===== src/core/rsq_defs.vh =====
`ifndef RSQ_DEFS_VH
`define RSQ_DEFS_VH
// ****************************************
// register map (byte addresses, one word each)
// ****************************************
`define RSQ_ADDR_CAUSE 8'h00
`define RSQ_ADDR_OPTION 8'h04
`define RSQ_ADDR_INTEN 8'h08
`define RSQ_ADDR_STATUS 8'h0c
`define RSQ_ADDR_PRESCALE 8'h10
// ****************************************
// cause register fields
// ****************************************
`define RSQ_CAUSE_POR 5
`define RSQ_CAUSE_PIN 4
`define RSQ_CAUSE_WDOG 3
`define RSQ_CAUSE_ILLEGAL_OPCODE_FLAG 2
`define RSQ_CAUSE_ILLEGAL_ADDRESS_FLAG 1
`define RSQ_CAUSE_UV 0
// ****************************************
// option register fields and reset value
// ****************************************
`define RSQ_OPT_STOP_EN 0
`define RSQ_OPT_SHORT_REC 1
`define RSQ_OPTION_RESET 2'h0
// ****************************************
// timing, in oscillator reference cycles; the divider is in clock cycles
// ****************************************
`define RSQ_LONG_DELAY 13'h1000
`define RSQ_SHORT_DELAY 13'h0020
`define RSQ_PIN_LOW_CYCLES 7'h20
`define RSQ_RELEASE_CYCLES 7'h40
`define RSQ_OSC_DIV 8'h08
// ****************************************
// vectors
// ****************************************
`define RSQ_VEC_BASE 16'hffd0
`define RSQ_VEC_SWI 16'hfffc
`define RSQ_VEC_RESET 16'hfffe
`endif


===== src/core/rsq_arbiter.v =====
`include "rsq_defs.vh"
// fixed-priority interrupt latch; higher index wins, holds until clear_i or rst_i
module rsq_arbiter #(
  parameter N = 22
) (
  // clock and reset
  input wire clk_i,
  input wire rst_i,
  // control
  input wire sample_i,
  input wire clear_i,
  input wire [N-1:0] req_i,
  // result
  output reg valid_o,
  output reg [4:0] code_o
);

  // highest set index
  function [4:0] rsq_top;
    input [N-1:0] v;
    integer k;
    begin
      rsq_top = 5'h00;
      for (k = 0; k < N; k = k + 1) begin
        if (v[k]) begin
          rsq_top = k[4:0];
        end
      end
    end
  endfunction

  // a latched choice is never displaced by a later, higher request
  always @(posedge clk_i) begin
    if (rst_i || clear_i) begin
      valid_o <= 1'b0;
      code_o <= 5'h00;
    end else if (sample_i && !valid_o && (|req_i)) begin
      valid_o <= 1'b1;
      code_o <= rsq_top(req_i);
    end
  end

endmodule // rsq_arbiter


===== src/core/rsq_sequencer.v =====
`include "rsq_defs.vh"
// Function
// RULE1: illegal instruction sets illegal opcode flag and starts internal reset.
// RULE2: stop with stop-enable clear counts as illegal opcode.
// RULE3: every internal reset cause drives external reset pin low.
// RULE4: opcode fetch from unmapped address sets illegal address flag and resets; code leaves it clear when an illegal opcode is flagged in the same cycle.
// RULE5: data read from unmapped address causes nothing.
// RULE6: undervoltage: pin low 4096 ref cycles, CPU released 64 later.
// RULE7: prescale counter is 13 bits, advancing on ref clock falling edge.
// RULE8: each prescale overflow gives one watchdog clock event.
// RULE9: bus clocks stay off until stabilization interval timed out.
// RULE10: stop instruction clears prescale counter.
// RULE11: stop wake uses 32 cycles if short recovery set, else 4096.
// RULE12: external reset pin leaves prescale counter unchanged.
// RULE13: after any reset sequence the prescale counter free-runs.
// RULE14: power-on pulse: initialise first, then enable clock generation output.
// RULE15: interrupt entry stacks registers and sets mask; return unstacks.
// RULE16: pending interrupts latched, arbitrated, vector code given to CPU.
// RULE17: latched interrupt not replaced until serviced or mask cleared; code also clears it when a software trap is taken first.
// RULE18: interrupts taken only at instruction end, unmasked and enabled.
// RULE19: highest pending first; pending at return taken before next instruction.
// RULE20: interrupt entry does not stack index high register; software saves it.
// RULE21: software trap ignores mask and stacks PC, hardware stacks PC minus one.
// RULE22: vectors pairs from ffd0 upward, priority rising; reset fffe highest.
// RULE23: all resets share top priority and bypass interrupt arbitration.
// RULE24: unmapped decode is a config input sampled on opcode-fetch cycle.
module rsq_sequencer #(
  parameter NIRQ = 22,
  parameter LONG_DELAY = `RSQ_LONG_DELAY
) (
  // clock and reset
  input wire clk_i,
  input wire rst_i,
  // wishbone slave
  input wire wb_cyc_i,
  input wire wb_stb_i,
  input wire wb_we_i,
  input wire [7:0] wb_adr_i,
  input wire [3:0] wb_sel_i,
  input wire [31:0] wb_dat_i,
  output reg [31:0] wb_dat_o,
  output reg wb_ack_o,
  // reset sources (asynchronous)
  input wire por_pulse_i,
  input wire undervoltage_i,
  input wire ext_reset_n_i,
  input wire wdog_reset_i,
  // cpu status
  input wire illegal_opcode_i,
  input wire stop_exec_i,
  input wire opcode_fetch_i,
  input wire unmapped_i,
  input wire instr_done_i,
  input wire mask_bit_i,
  input wire swi_exec_i,
  input wire rti_exec_i,
  input wire wake_i,
  input wire [NIRQ-1:0] irq_i,
  // outputs
  output reg ext_reset_o,
  output reg ext_reset_oe_o,
  output reg cpu_reset_o,
  output reg bus_clk_en_o,
  output reg clkgen_en_o,
  output reg wdog_tick_o,
  output reg irq_take_o,
  output reg stack_pc_minus1_o,
  output reg set_mask_o,
  output reg unstack_o,
  output reg [15:0] vector_o
);

  // ****************************************
  // state codes
  // ****************************************
  localparam S_RUN = 3'h0;
  localparam S_INIT = 3'h1;
  localparam S_LONG = 3'h2;
  localparam S_PIN = 3'h3;
  localparam S_REL = 3'h4;
  localparam S_STOP = 3'h5;
  localparam S_REC = 3'h6;

  // ****************************************
  // input synchronisers
  // ****************************************
  reg [4:0] sync1;
  reg [4:0] sync2;
  // first stage feeds only the second
  always @(posedge clk_i) begin
    if (rst_i) begin
      sync1 <= 5'h04;
      sync2 <= 5'h04;
    end else begin
      sync1 <= {wdog_reset_i, undervoltage_i, ext_reset_n_i, por_pulse_i, 1'b0};
      sync2 <= sync1;
    end
  end
  wire por_s = sync2[1];
  wire pin_n_s = sync2[2];
  wire uv_s = sync2[3];
  wire wdog_s = sync2[4];

  // ****************************************
  // oscillator reference falling-edge enable
  // ****************************************
  reg [7:0] div;
  reg osc_fall;
  // one-cycle pulse marks each falling edge of the reference clock
  always @(posedge clk_i) begin
    if (rst_i) begin
      div <= 8'h00;
      osc_fall <= 1'b0;
    end else begin
      osc_fall <= (div == `RSQ_OSC_DIV - 8'h01);
      if (div == `RSQ_OSC_DIV - 8'h01) begin
        div <= 8'h00;
      end else begin
        div <= div + 8'h01;
      end
    end
  end

  // ****************************************
  // sequencer state and prescale counter
  // ****************************************
  reg [2:0] state;
  reg [12:0] pcount;
  reg [6:0] seqcnt;
  reg [12:0] rec_len;
  reg [5:0] cause;
  reg [1:0] option;
  reg [NIRQ-1:0] int_en;
  reg long_pending;

  // internal reset causes, resets bypass arbitration
  // RULE2: stop treated illegal
  wire stop_bad = stop_exec_i && !option[`RSQ_OPT_STOP_EN];
  // RULE24: fetch decode sampled
  wire illegal_address_flag_ev = opcode_fetch_i && unmapped_i;
  wire run = (state == S_RUN);
  // RULE23: no arbitration for resets
  wire int_cause = run && (illegal_opcode_i || stop_bad || illegal_address_flag_ev || wdog_s);
  wire long_cause = por_s || uv_s;

  // counter, state and cause flags
  always @(posedge clk_i) begin
    if (rst_i) begin
      state <= S_INIT;
      pcount <= 13'h0000;
      seqcnt <= 7'h00;
      rec_len <= LONG_DELAY;
      cause <= 6'h20;
      long_pending <= 1'b1;
      wdog_tick_o <= 1'b0;
    end else begin
      wdog_tick_o <= 1'b0;
      // RULE7: count falling edges
      // RULE13: free-running otherwise
      // RULE12: pin reset never touches it
      if (osc_fall && state != S_STOP) begin
        pcount <= pcount + 13'h0001;
        // RULE8: overflow clocks watchdog
        if (pcount == 13'h1fff) begin
          wdog_tick_o <= 1'b1;
        end
      end
      // a long cause also restarts a stop recovery, never a running power-on count
      if (long_cause && state != S_INIT && !(state == S_LONG && long_pending)) begin
        // RULE14: init before clocks
        // RULE6: undervoltage sequence
        state <= S_INIT;
        long_pending <= 1'b1;
        if (por_s) begin
          cause <= 6'h20;
        end else begin
          cause <= 6'h01;
        end
      end else begin
        case (state)
          S_INIT: begin
            pcount <= 13'h0000;
            rec_len <= LONG_DELAY;
            state <= S_LONG;
          end
          S_LONG: begin
            // RULE9: wait stabilization interval
            if (pcount >= rec_len - 13'h0001 && osc_fall) begin
              seqcnt <= 7'h00;
              if (long_pending) begin
                state <= S_REL;
              end else begin
                state <= S_RUN;
              end
              long_pending <= 1'b0;
            end
          end
          S_PIN: begin
            if (osc_fall) begin
              seqcnt <= seqcnt + 7'h01;
              if (seqcnt == `RSQ_PIN_LOW_CYCLES - 7'h01) begin
                seqcnt <= 7'h00;
                state <= S_REL;
              end
            end
          end
          S_REL: begin
            if (osc_fall) begin
              seqcnt <= seqcnt + 7'h01;
              if (seqcnt == `RSQ_RELEASE_CYCLES - 7'h01) begin
                state <= S_RUN;
              end
            end
          end
          S_STOP: begin
            if (wake_i) begin
              // RULE11: pick recovery length
              if (option[`RSQ_OPT_SHORT_REC]) begin
                rec_len <= `RSQ_SHORT_DELAY;
              end else begin
                rec_len <= LONG_DELAY;
              end
              state <= S_LONG;
            end
          end
          S_RUN: begin
            if (int_cause) begin
              // RULE1: illegal opcode reset
              // RULE4: illegal address reset
              // RULE5: data reads ignored
              cause[`RSQ_CAUSE_WDOG] <= wdog_s;
              cause[`RSQ_CAUSE_ILLEGAL_OPCODE_FLAG] <= illegal_opcode_i || stop_bad;
              cause[`RSQ_CAUSE_ILLEGAL_ADDRESS_FLAG] <= illegal_address_flag_ev && !(illegal_opcode_i || stop_bad);
              cause[`RSQ_CAUSE_POR] <= 1'b0;
              cause[`RSQ_CAUSE_PIN] <= 1'b0;
              cause[`RSQ_CAUSE_UV] <= 1'b0;
              seqcnt <= 7'h00;
              pcount <= 13'h0000;
              state <= S_PIN;
            end else if (!pin_n_s) begin
              cause <= 6'h10;
            end else if (stop_exec_i) begin
              // RULE10: stop clears counter
              pcount <= 13'h0000;
              state <= S_STOP;
            end else if (wb_ack_o && !wb_we_i && wb_adr_i == `RSQ_ADDR_CAUSE) begin
              cause <= 6'h00;
            end
          end
          default: begin
            state <= S_INIT;
          end
        endcase
      end
    end
  end

  // ****************************************
  // pin and clock outputs
  // ****************************************
  // RULE3: pin driven low
  always @(posedge clk_i) begin
    if (rst_i) begin
      ext_reset_o <= 1'b0;
      ext_reset_oe_o <= 1'b1;
      cpu_reset_o <= 1'b1;
      bus_clk_en_o <= 1'b0;
      clkgen_en_o <= 1'b0;
    end else begin
      ext_reset_o <= 1'b0;
      ext_reset_oe_o <= (state == S_LONG && long_pending) || state == S_PIN || state == S_INIT;
      cpu_reset_o <= !(state == S_RUN || state == S_STOP || (state == S_LONG && !long_pending));
      bus_clk_en_o <= (state == S_RUN);
      clkgen_en_o <= (state != S_INIT && state != S_STOP);
    end
  end

  // ****************************************
  // interrupt arbitration
  // ****************************************
  wire lat_valid;
  wire [4:0] lat_code;
  // RULE18: unmasked, enabled, at instruction end
  wire sample = run && instr_done_i && !mask_bit_i && !irq_take_o;
  // RULE17: cleared on any take, so a software trap taken the cycle after latching clears it unserviced
  wire lat_clear = irq_take_o;
  rsq_arbiter #(
    .N(NIRQ)
  ) u_arb (
    .clk_i(clk_i),
    .rst_i(rst_i || !run),
    .sample_i(sample),
    .clear_i(lat_clear),
    .req_i(irq_i & int_en),
    .valid_o(lat_valid),
    .code_o(lat_code)
  );

  // RULE15: stack and mask on entry
  // RULE16: vector from latched code
  // RULE19: re-sampled after each return
  // RULE21: trap ignores mask, stacks pc
  // RULE22: vector pairs rise from base
  always @(posedge clk_i) begin
    if (rst_i) begin
      irq_take_o <= 1'b0;
      stack_pc_minus1_o <= 1'b0;
      set_mask_o <= 1'b0;
      unstack_o <= 1'b0;
      vector_o <= `RSQ_VEC_RESET;
    end else begin
      irq_take_o <= 1'b0;
      set_mask_o <= 1'b0;
      unstack_o <= run && rti_exec_i;
      if (!run) begin
        vector_o <= `RSQ_VEC_RESET;
      end else if (swi_exec_i) begin
        irq_take_o <= 1'b1;
        set_mask_o <= 1'b1;
        stack_pc_minus1_o <= 1'b0;
        vector_o <= `RSQ_VEC_SWI;
      end else if (lat_valid && !irq_take_o) begin
        irq_take_o <= 1'b1;
        set_mask_o <= 1'b1;
        stack_pc_minus1_o <= 1'b1;
        vector_o <= `RSQ_VEC_BASE + {10'h000, lat_code, 1'b0};
      end
    end
  end

  // ****************************************
  // wishbone registers
  // ****************************************
  wire wb_req = wb_cyc_i && wb_stb_i && !wb_ack_o;
  always @(posedge clk_i) begin
    if (rst_i) begin
      wb_ack_o <= 1'b0;
      wb_dat_o <= 32'h00000000;
      option <= `RSQ_OPTION_RESET;
      int_en <= {NIRQ{1'b0}};
    end else begin
      wb_ack_o <= wb_req;
      if (wb_req && wb_we_i && wb_sel_i[0]) begin
        if (wb_adr_i == `RSQ_ADDR_OPTION) begin
          option <= wb_dat_i[1:0];
        end
        if (wb_adr_i == `RSQ_ADDR_INTEN) begin
          int_en <= wb_dat_i[NIRQ-1:0];
        end
      end
      case (wb_adr_i)
        `RSQ_ADDR_CAUSE: wb_dat_o <= {26'h0000000, cause};
        `RSQ_ADDR_OPTION: wb_dat_o <= {30'h00000000, option};
        `RSQ_ADDR_INTEN: wb_dat_o <= {{(32-NIRQ){1'b0}}, int_en};
        `RSQ_ADDR_STATUS: wb_dat_o <= {23'h000000, lat_valid, lat_code, state};
        `RSQ_ADDR_PRESCALE: wb_dat_o <= {19'h00000, pcount};
        default: wb_dat_o <= 32'h00000000;
      endcase
    end
  end

endmodule // rsq_sequencer


===== config.mk =====
export PLATFORM = sky130hd
export DESIGN_NAME = rsq_sequencer
export DESIGN_NICKNAME = d
export VERILOG_FILES = /design/src/core/rsq_arbiter.v /design/src/core/rsq_sequencer.v
export VERILOG_INCLUDE_DIRS = /design/src /design/src/core
export SDC_FILE = /design/constraint.sdc
export NUM_CORES = 1
export LEC_CHECK = 0
export BUFFER_PORTS_ARGS = -buffer_cell sky130_fd_sc_hd__buf_4
export CORE_UTILIZATION = 57
export DETAILED_ROUTE_END_ITERATION = 16
export GPL_ROUTABILITY_DRIVEN = 1
export PLACE_DENSITY = 0.85
export SKIP_CTS_REPAIR_TIMING = 1
export SYNTH_ARGS = -nofsm -noshare
export SYNTH_HDL_FRONTEND = slang
export SYNTH_SLANG_ARGS = --single-unit

===== constraint.sdc =====
create_clock -name clk_i -period 3.04 [get_ports clk_i]
set_input_delay 0.304 -clock clk_i [delete_from_list [all_inputs] [get_ports clk_i]]
set_output_delay 0.304 -clock clk_i [all_outputs]
set_load 0.02 [all_outputs]

== Yosys cells after proc, flatten, opt, wreduce, memory -nomap -nowiden ==
Cells that the tools add are included.

* Register bits: 141
* Output and inout bits: 59

* Mux-type cells: 62
* Bitwise operators: 4
* Equal/unequal tests: 26
* Magnitude comparators: 1
* $add $sub $neg: 5
* Reductions and logical operators: 65

{| class="wikitable"
|+ Operators by type and width
! cell !! count
|-
| case mux 22 bit (5 select lines) || 1
|-
| two-way mux 13 bit || 7
|-
| case mux 13 bit (2 select lines) || 2
|-
| two-way mux 3 bit || 14
|-
| two-way mux 6 bit || 7
|-
| two-way mux 7 bit || 5
|-
| two-way mux 4 bit || 8
|-
| two-way mux 5 bit || 6
|-
| case mux 7 bit (4 select lines) || 1
|-
| logical AND 1 bit || 24
|-
| AND 22 bit || 1
|-
| OR reduction 22 bit || 1
|-
| case mux 3 bit (6 select lines) || 1
|-
| == test 8 x 3 -> 1 bit, second input constant || 2
|-
| == test 8 x 4 -> 1 bit, second input constant || 2
|-
| adder 13 x 1 -> 13 bit, second input constant || 1
|-
| == test 13 bit, second input constant || 1
|-
| greater-or-equal comparator 13 bit || 1
|-
| subtractor 13 x 1 -> 13 bit, second input constant || 1
|-
| != test 2 bit, second input constant || 6
|-
| zero test 1 bit || 11
|-
| logical OR 1 bit || 10
|-
| adder 7 x 7 -> 8 bit, first input constant || 1
|-
| adder 8 x 1 -> 8 bit, second input constant || 1
|-
| other kinds (26) || 48
|}

== Logic depth before layout (Yosys ltp) ==
Gate-level depths: netlist of the first run.

* Word-level depth: 22
* Depth in mapped cells: 8

== Cells and area by module ==
Synthesis of the first run repeated with hierarchy kept, for this count alone.

* Cell total of the unflattened synthesis: 635
* Area total of the unflattened synthesis: 5341.4 µm²

{| class="wikitable"
|+ By module, submodules not included
! module !! area each (µm²) !! instances !! cells each
|-
| rsq_sequencer || 4860.9 || 1 || 570
|-
| rsq_arbiter || 480.5 || 1 || 65
|}

== Worst setup path before layout of the first run ==
Ideal clock, no wire load.

* Path kind: flip-flop to flip-flop
* Start point: register rec_len[5]
* End point: register seqcnt[2]
* Setup slack: 1057 ps
* Period minus slack after synthesis: 1983 ps
* Required time: 2954 ps
* Setup time: 86 ps
* Data arrival time: 1897 ps
* Stages on the path, launching flop included: 7
* Cells stage by stage: dfxtp_1 > ha_1 > or4_1 > o311a_2 > nor2_2 > nor3_1 > a211oi_1

* Longest elaborated chain between the ends: 5

{| class="wikitable"
|+ RTL lines
! item !! RTL line !! source
|-
| start, declared || rsq_sequencer.v:130 || <nowiki>reg [12:0] rec_len;</nowiki>
|-
| start signal, assigned || rsq_sequencer.v:219 || <nowiki>rec_len <= `RSQ_SHORT_DELAY;</nowiki>
|-
| subtractor 13 x 1 -> 13 bit || rsq_sequencer.v:188 || <nowiki>if (pcount >= rec_len - 13'h0001 && osc_fall) begin</nowiki>
|-
| greater-or-equal comparator 13 bit || rsq_sequencer.v:188 ||
|-
| logical AND 1 bit || rsq_sequencer.v:188 ||
|-
| != test 2 bit (no line) || - ||
|-
| AND reduction 6 bit (no line) || - ||
|-
| end signal, assigned || rsq_sequencer.v:200 || <nowiki>seqcnt <= seqcnt + 7'h01;</nowiki>
|-
| end signal, assigned || rsq_sequencer.v:209 || <nowiki>seqcnt <= seqcnt + 7'h01;</nowiki>
|-
| end, declared || rsq_sequencer.v:129 || <nowiki>reg [6:0] seqcnt;</nowiki>
|}

No other way between the ends.
A chain may end at the register's enable or synchronous reset.

== Worst setup path in the final report of the first run ==
Same ends and word-level chain as after synthesis.

==> results of run 1 <==
[per-stage QoR]
stage,worst slack (ps),power [uW]
3_5_place_dp,740,2400
4_1_cts,746,4480
6_report,742,4490
5_1_grt,609,4650
2_1_floorplan,1060,2190
3_3_place_gp,823,2380
[placed cells by master (no fill, tap or decap), types with 4 or more instances in the layout]
cell and count:
buf_4 121, dfxtp_1 116, nand2_1 95, nor2_1 59, a21oi_1 55, nand3_1 24, and3_1 19, a22oi_1 17
clkbuf_16 16, xor2_1 14, ha_1 12, conb_1 12, nor2b_1 11, mux2i_1 10, o21ai_0 10, nor3_1 8
a211oi_1 7, a222oi_1 7, nand2b_1 6, or3_1 5, xnor2_1 5, inv_1 4, o21a_1 4, or2_2 4
o211ai_1 4, a31oi_1 4, bufinv_16 4
[cell families (layout without fill, tap and decap cells)]
logic type      after synthesis  after routing  synth area share
buf+inv                      53            160            0.0561
simple gates                265            265             0.252
fa+ha+maj                    12             12            0.0282
xor+xnor                     19             19            0.0312
flops                       116            116             0.435
other cells                   1             12          0.000703
mux                          10             10            0.0188
compound gates              136            136             0.177
[synthesized netlist by cell type (5+ instances only)]
cell | number | share of area
a211oi_1 | 7 | 0.0099
a21oi_1 | 55 | 0.052
a222oi_1 | 7 | 0.013
a22oi_1 | 17 | 0.024
and3_1 | 19 | 0.022
buf_2 | 5 | 0.0047
buf_4 | 25 | 0.035
clkbuf_1 | 17 | 0.012
dfxtp_1 | 116 | 0.44
ha_1 | 12 | 0.028
mux2i_1 | 10 | 0.019
nand2_1 | 95 | 0.067
nand2b_1 | 6 | 0.0070
nand3_1 | 24 | 0.023
nor2_1 | 59 | 0.042
nor2b_1 | 11 | 0.013
nor3_1 | 8 | 0.0075
o21ai_0 | 10 | 0.0094
or3_1 | 5 | 0.0059
xnor2_1 | 5 | 0.0082
xor2_1 | 14 | 0.023
[power groups by stage]
stage               logic [uW]  registers [uW]  clock network (uW)
floorplan                  495            1690                   0
global placement           669            1710                   0
detailed placement         685            1720                   0
CTS                        701            1680                2100
global route               775            1700                2180
finish                     710            1690                2100
[registers in the layout (all words and copies together) (netlist names), 2 cells and up]
register,cells
div,8
sync2,4
seqcnt,7
sync1,4
rec_len,2
wb_dat_o,22
option,2
state,3
u_arb.code_o,5
vector_o,6
cause,6
pcount,13
int_en,22
[layer usage]
layer	wire length, um	share of wire	up-vias	global-route usage
li1	-	-	2360	-
met1	5850	0.40	2383	0.370
met2	7350	0.50	239	0.550
met3	1040	0.071	43	0.0567
met4	419	0.029	0	0.134
met5	0	0	-	0
[area by class of cell]
class / count / area [um2] / area share
Tap cell: 108 / 135 / 0.0199
Clock buffer: 21 / 449 / 0.0662
Clock inverter: 11 / 175 / 0.0258
Sequential cell: 116 / 2320 / 0.342
Timing Repair Buffer: 123 / 928 / 0.137
Inverter: 5 / 18.8 / 0.00277
Multi-Input combinational cell: 454 / 2750 / 0.406
[worst paths after layout]
check / startpoint / slack [ps] / end / cells after the start
worst max-delay path: rec_len[5] / 740 / seqcnt[2] / 6
worst min-delay path: wdog_reset_i / -6 / sync1[4] / 2
worst min register to register: sync1[2] / 410 / sync2[2] / 1
worst max register to register: rec_len[5] / 740 / seqcnt[2] / 6
==> results.py, run 1 <==
metrics = {
    "final_layout": {
        "final_util": 0.763,
        "area_growth_pct": 27.2,
        "fill_cells": 621,
        "instances_no_fill": 838,
        "layout-drive-gt1-share": 0.240,
        "diodes": 0,
        "fin_area_mm2": 0.00678,
        "nNetsFinal": 813,
    },
    "place": {
        "hpwl_mm": 10.3,
        "io_buffers": 117,
        "gp_congestion": 0.884,
        "placed_cells": 804,
        "place_area_mm2": 0.00614,
    },
    "power_and_ir_drop": {
        "p_leak_uw": 0.00283,
        "switchingPower_uw": 1230,
        "seqPwrFrac": 0.375,
        "p_per_area_mw_per_mm2": 662,
        "p_int_uw": 3270,
        "combPwrFrac": 0.158,
        "p_sw_frac": 0.273,
        "clkPwrFrac": 0.466,
        "vdd_drop_max_uv": 494,
    },
    "timing": {
        "fin_crit_sh": 0.756,
        "period_minus_slack_ps": 2300,
        "setup_viol": 0,
        "tns_ps": 0,
        "hold_viol_final": 1,
        "worst_pin_slew_ps": 895,
        "max_freq_mhz": 435,
        "slew_violations": 0,
        "clock_skew_ps": 7.00,
        "fin_hold_ws_ps": -5.79,
        "grt_setup_unrepaired": "no",
        "max_slew_margin": 0.403,
    },
    "routing": {
        "drtAntennaViolNets": 0,
        "viasPerCell": 6.00,
        "num_vias": 5025,
        "first_iter_violations": 407,
        "drt_wl_total_mm": 14.7,
        "first_pass_iters": 6,
        "wl_per_cell_um": 17.5,
        "remaining_drc_errors": 0,
    },
    "job": {
        "cap_violations": 0,
    },
    "critical_path": {
        "cpPeakStageDelay_ps": 550,
        "cpMaxStageDelayCell": "or4_1",
        "endpoint_kind": "flip-flop",
        "crit_required_ps": 3470,
        "crit_chain": "ha_1 -> or4_1 -> o311a_2 -> nor2_2 -> nor3_1 -> a211oi_1",
        "critPathLaunchType": "flip-flop",
        "cp_max_fo": 9,
        "path_delay_family": "simple AND/OR/NAND/NOR gates",
        "crit_buf_inv": 0,
        "cp.arrival_ps": 2730,
        "criticalPathCategory": "flip-flop to flip-flop",
    },
    "status": {
        "violations": "negative hold slack",
        "status": "complete, but fails checks",
    },
    "cts": {
        "path_clk_slew_ps": 60,
        "clock-sinks": 116,
        "cts_root_buffer": "clkbuf_8",
        "clockBufferDepth": 2,
        "cts_tree": "done",
        "htreeDepth": 4,
        "cts_buffers": 17,
        "worstSkewPairLatency_ps": 520,
    },
    "logic_synthesis": {
        "yosys_register_bits": 116,
        "synth_edf_count": 0,
        "yosys_warnings": 0,
        "postSynth.asyncResetShare": 0,
        "syn_area_mm2": 0.00533,
        "ys.flop_type": "dfxtp_1",
        "syn_inst": 612,
        "syn_area_per_cell_um2": 8.71,
        "synth_cell_types": 69,
        "seq_area_frac_synth": 0.435,
    },
    "grt": {
        "grt_first_pass_wirelength_mm": 23.4,
        "grt_max_degree": 54,
        "overflow": 0,
        "grtUsageTotal": 0.311,
        "grt_pass1_vias": 4827,
        "antenna_found_initial": 0,
    },
    "die": {
        "core_mm2": 0.00889,
        "start_util": 0.600,
        "rows": 34,
        "die_h_um": 98.7,
        "pin_count": 143,
        "dieArea_mm2": 0.00975,
        "die_x_um": 98.7,
    },
    "min_path": {
        "hold_class": "input pin to flip-flop",
    },
}
(Power assumes the default switching activity.)
==> inputs of run 2 (changes only) <==
- ABC_AREA: default -> 1
- CORE_UTILIZATION: 57 -> 53
- PLACE_DENSITY: 0.85 -> 0.79
- clock period: 3.04 -> 2.2 ns (I/O delays scaled with it)
==> run 2 against run 1 <==
  * The flow still finishes with violations (negative hold slack)
  * Cell area is 5.9% higher
  * Hold slack worse by 37 ps
  * Largest power group unchanged
  * Critical endpoint is now pcount[12]
  * Die area is 6.8% higher
  * Power is 46% higher
  * First-iteration DRC count is 28% lower
  * Clock skew hardly changed
==> results.py, run 2 <==
metrics = {
    "die": {
        "dieArea_mm2": 0.0104,
        "core_mm2": 0.00973,
        "start_util": 0.545,
        "pin_count": 143,
        "die_x_um": 102,
        "die_h_um": 102,
        "rows": 36,
    },
    "timing": {
        "slew_violations": 0,
        "max_freq_mhz": 478,
        "max_slew_margin": 0.355,
        "period_minus_slack_ps": 2090,
        "hold_viol_final": 10,
        "setup_viol": 0,
        "fin_crit_sh": 0.951,
        "grt_setup_unrepaired": "yes",
        "fin_hold_ws_ps": -43.3,
        "tns_ps": 0,
        "clock_skew_ps": 7.12,
        "worst_pin_slew_ps": 961,
    },
    "final_layout": {
        "fin_area_mm2": 0.00718,
        "diodes": 0,
        "final_cell_mix": "buf_4, nand2_1, dfxtp_1, nor2_1, inv_1",
        "instances_no_fill": 1024,
        "layout-drive-gt1-share": 0.240,
        "layout_commonest_cell": "buf_4",
        "final_util": 0.738,
        "nNetsFinal": 974,
        "area_growth_pct": 35.4,
        "largest_registers": "int_en: 22 flops, wb_dat_o: 22 flops, pcount: 13 flops",
    },
    "critical_path": {
        "worst_path_most_repeated_cell": "inv_2",
        "crit_required_ps": 2610,
        "criticalPathCategory": "flip-flop to flip-flop",
        "crit_chain": "inv_2 -> nor2_1 -> inv_2 -> nor2_1 -> inv_2 -> nand2_4 -> nor3_4 -> nand3_1 -> nor2_2 -> nand3_2 -> nor3_4 -> nand2_2 -> o21bai_1 -> a21oi_1",
        "cpMaxStageDelayCell": "dfxtp_1",
        "cp.arrival_ps": 2500,
        "critPathLaunchType": "flip-flop",
        "cp_max_fo": 7,
        "cpPeakStageDelay_ps": 310,
        "endpoint_kind": "flip-flop",
    },
    "cts": {
        "cts_tree": "done",
        "cts_root_buffer": "clkbuf_8",
        "clockBufferDepth": 2,
        "clock-sinks": 116,
        "cts_buffers": 17,
        "worstSkewPairLatency_ps": 520,
        "path_clk_slew_ps": 60,
        "htreeDepth": 4,
    },
    "routing": {
        "wl_met2_mm": 7.18,
        "num_vias": 5408,
        "viasPerCell": 5.28,
        "first_pass_iters": 7,
        "first_iter_violations": 295,
        "drt_wl_total_mm": 14.5,
        "wl_per_cell_um": 14.2,
        "wl_met1_mm": 5.96,
        "route.met3.wl_mm": 1.09,
        "drtAntennaViolNets": 0,
        "remaining_drc_errors": 0,
        "maxUsedRoutingLayer": "met4",
    },
    "grt": {
        "antenna_found_initial": 0,
        "grt_pass1_vias": 4910,
        "grtUsageTotal": 0.274,
        "overflow": 0,
        "grt_max_degree": 31,
        "grt_first_pass_wirelength_mm": 22.1,
    },
    "power_and_ir_drop": {
        "p_per_area_mw_per_mm2": 912,
        "vdd_drop_max_uv": 518,
        "fin_total_pwr_uw": 6550,
        "p_leak_uw": 0.00321,
    },
    "logic_synthesis": {
        "yosysMostFrequentCell": "nand2_1",
        "syn_area_mm2": 0.00530,
        "postSynth.asyncResetShare": 0,
        "yosys_warnings": 0,
        "netlist_top_cells_count": "nand2_1, dfxtp_1, nor2_1, inv_1, a21oi_1",
        "ys.flop_type": "dfxtp_1",
        "synth_top_area_frac": 0.438,
        "synth_cell_types": 49,
        "synth_edf_count": 0,
        "seq_area_frac_synth": 0.438,
        "synth_area_leaders": "dfxtp_1, nand2_1, nor2_1",
        "syn_inst": 724,
        "yosys_register_bits": 116,
        "yosys.area.top_type": "dfxtp_1",
        "syn_area_per_cell_um2": 7.33,
    },
    "place": {
        "place_area_mm2": 0.00632,
        "gp_congestion": 0.904,
        "placed_cells": 969,
        "hpwl_mm": 10.3,
        "io_buffers": 117,
    },
    "min_path": {
        "hold_class": "input pin to flip-flop",
    },
    "status": {
        "violations": "negative hold slack",
        "status": "complete, but fails checks",
    },
    "job": {
        "cap_violations": 0,
    },
}
run 2: metrics by stage:
step                      hold slack [ps]  worst slack [ps]
after floorplan                       304               297
after detailed placement              394              26.7
final                               -43.3               107
after CTS                            -115              26.4
after global routing                0.769             -86.4
after global placement                389              71.1
run 2: worst paths after layout:
check	start	to	slack, ps	cells past startpoint
min reg2reg	sync1[4]	sync2[4]	410	2
max	state[0]	pcount[12]	110	14
max reg2reg	state[0]	pcount[12]	110	14
min	wb_dat_i[10]	int_en[10]	-40	3
run 2: critical path: cells and delay by family (launching register included):
| family | cells | cell delay [ps] |
|---|---|---|
| DFF | 1 | 310 |
| AOI/OAI and AO/OA | 2 | 180 |
| buffers and inverters | 3 | 280 |
| and+or+nand+nor | 9 | 1200 |
run 2: layout make-up:
class	count	area, um2
clock buffer	17	414
clock inverter	15	193
fill	735	2550
inverter	92	350
multi-input combinational	490	2480
sequential	116	2330
tap	133	166
timing repair buffer	161	1250
run 2: logic make-up after synthesis:
group                      Yosys count  share of synthesized area
DFF                                116                      0.438
and+or+nand+nor                    322                      0.262
adders and majority gates           12                     0.0283
buffers and inverters              129                      0.109
other                                1                   0.000707
xor gates and xnor gates             6                    0.00991
AOI/OAI and AO/OA                  138                      0.153
run 2: power by group:
part / internal, uW / switching, uW / total [uW]
logic: 547 / 841 / 1390
registers: 2240 / 111 / 2350
clock network: 1750 / 1060 / 2810
run 2: layer usage:
layer,vias up,GRT usage
li1,2638,-
met1,2504,0.346
met2,238,0.462
met3,28,0.0492
met4,0,0.113
met5,-,0
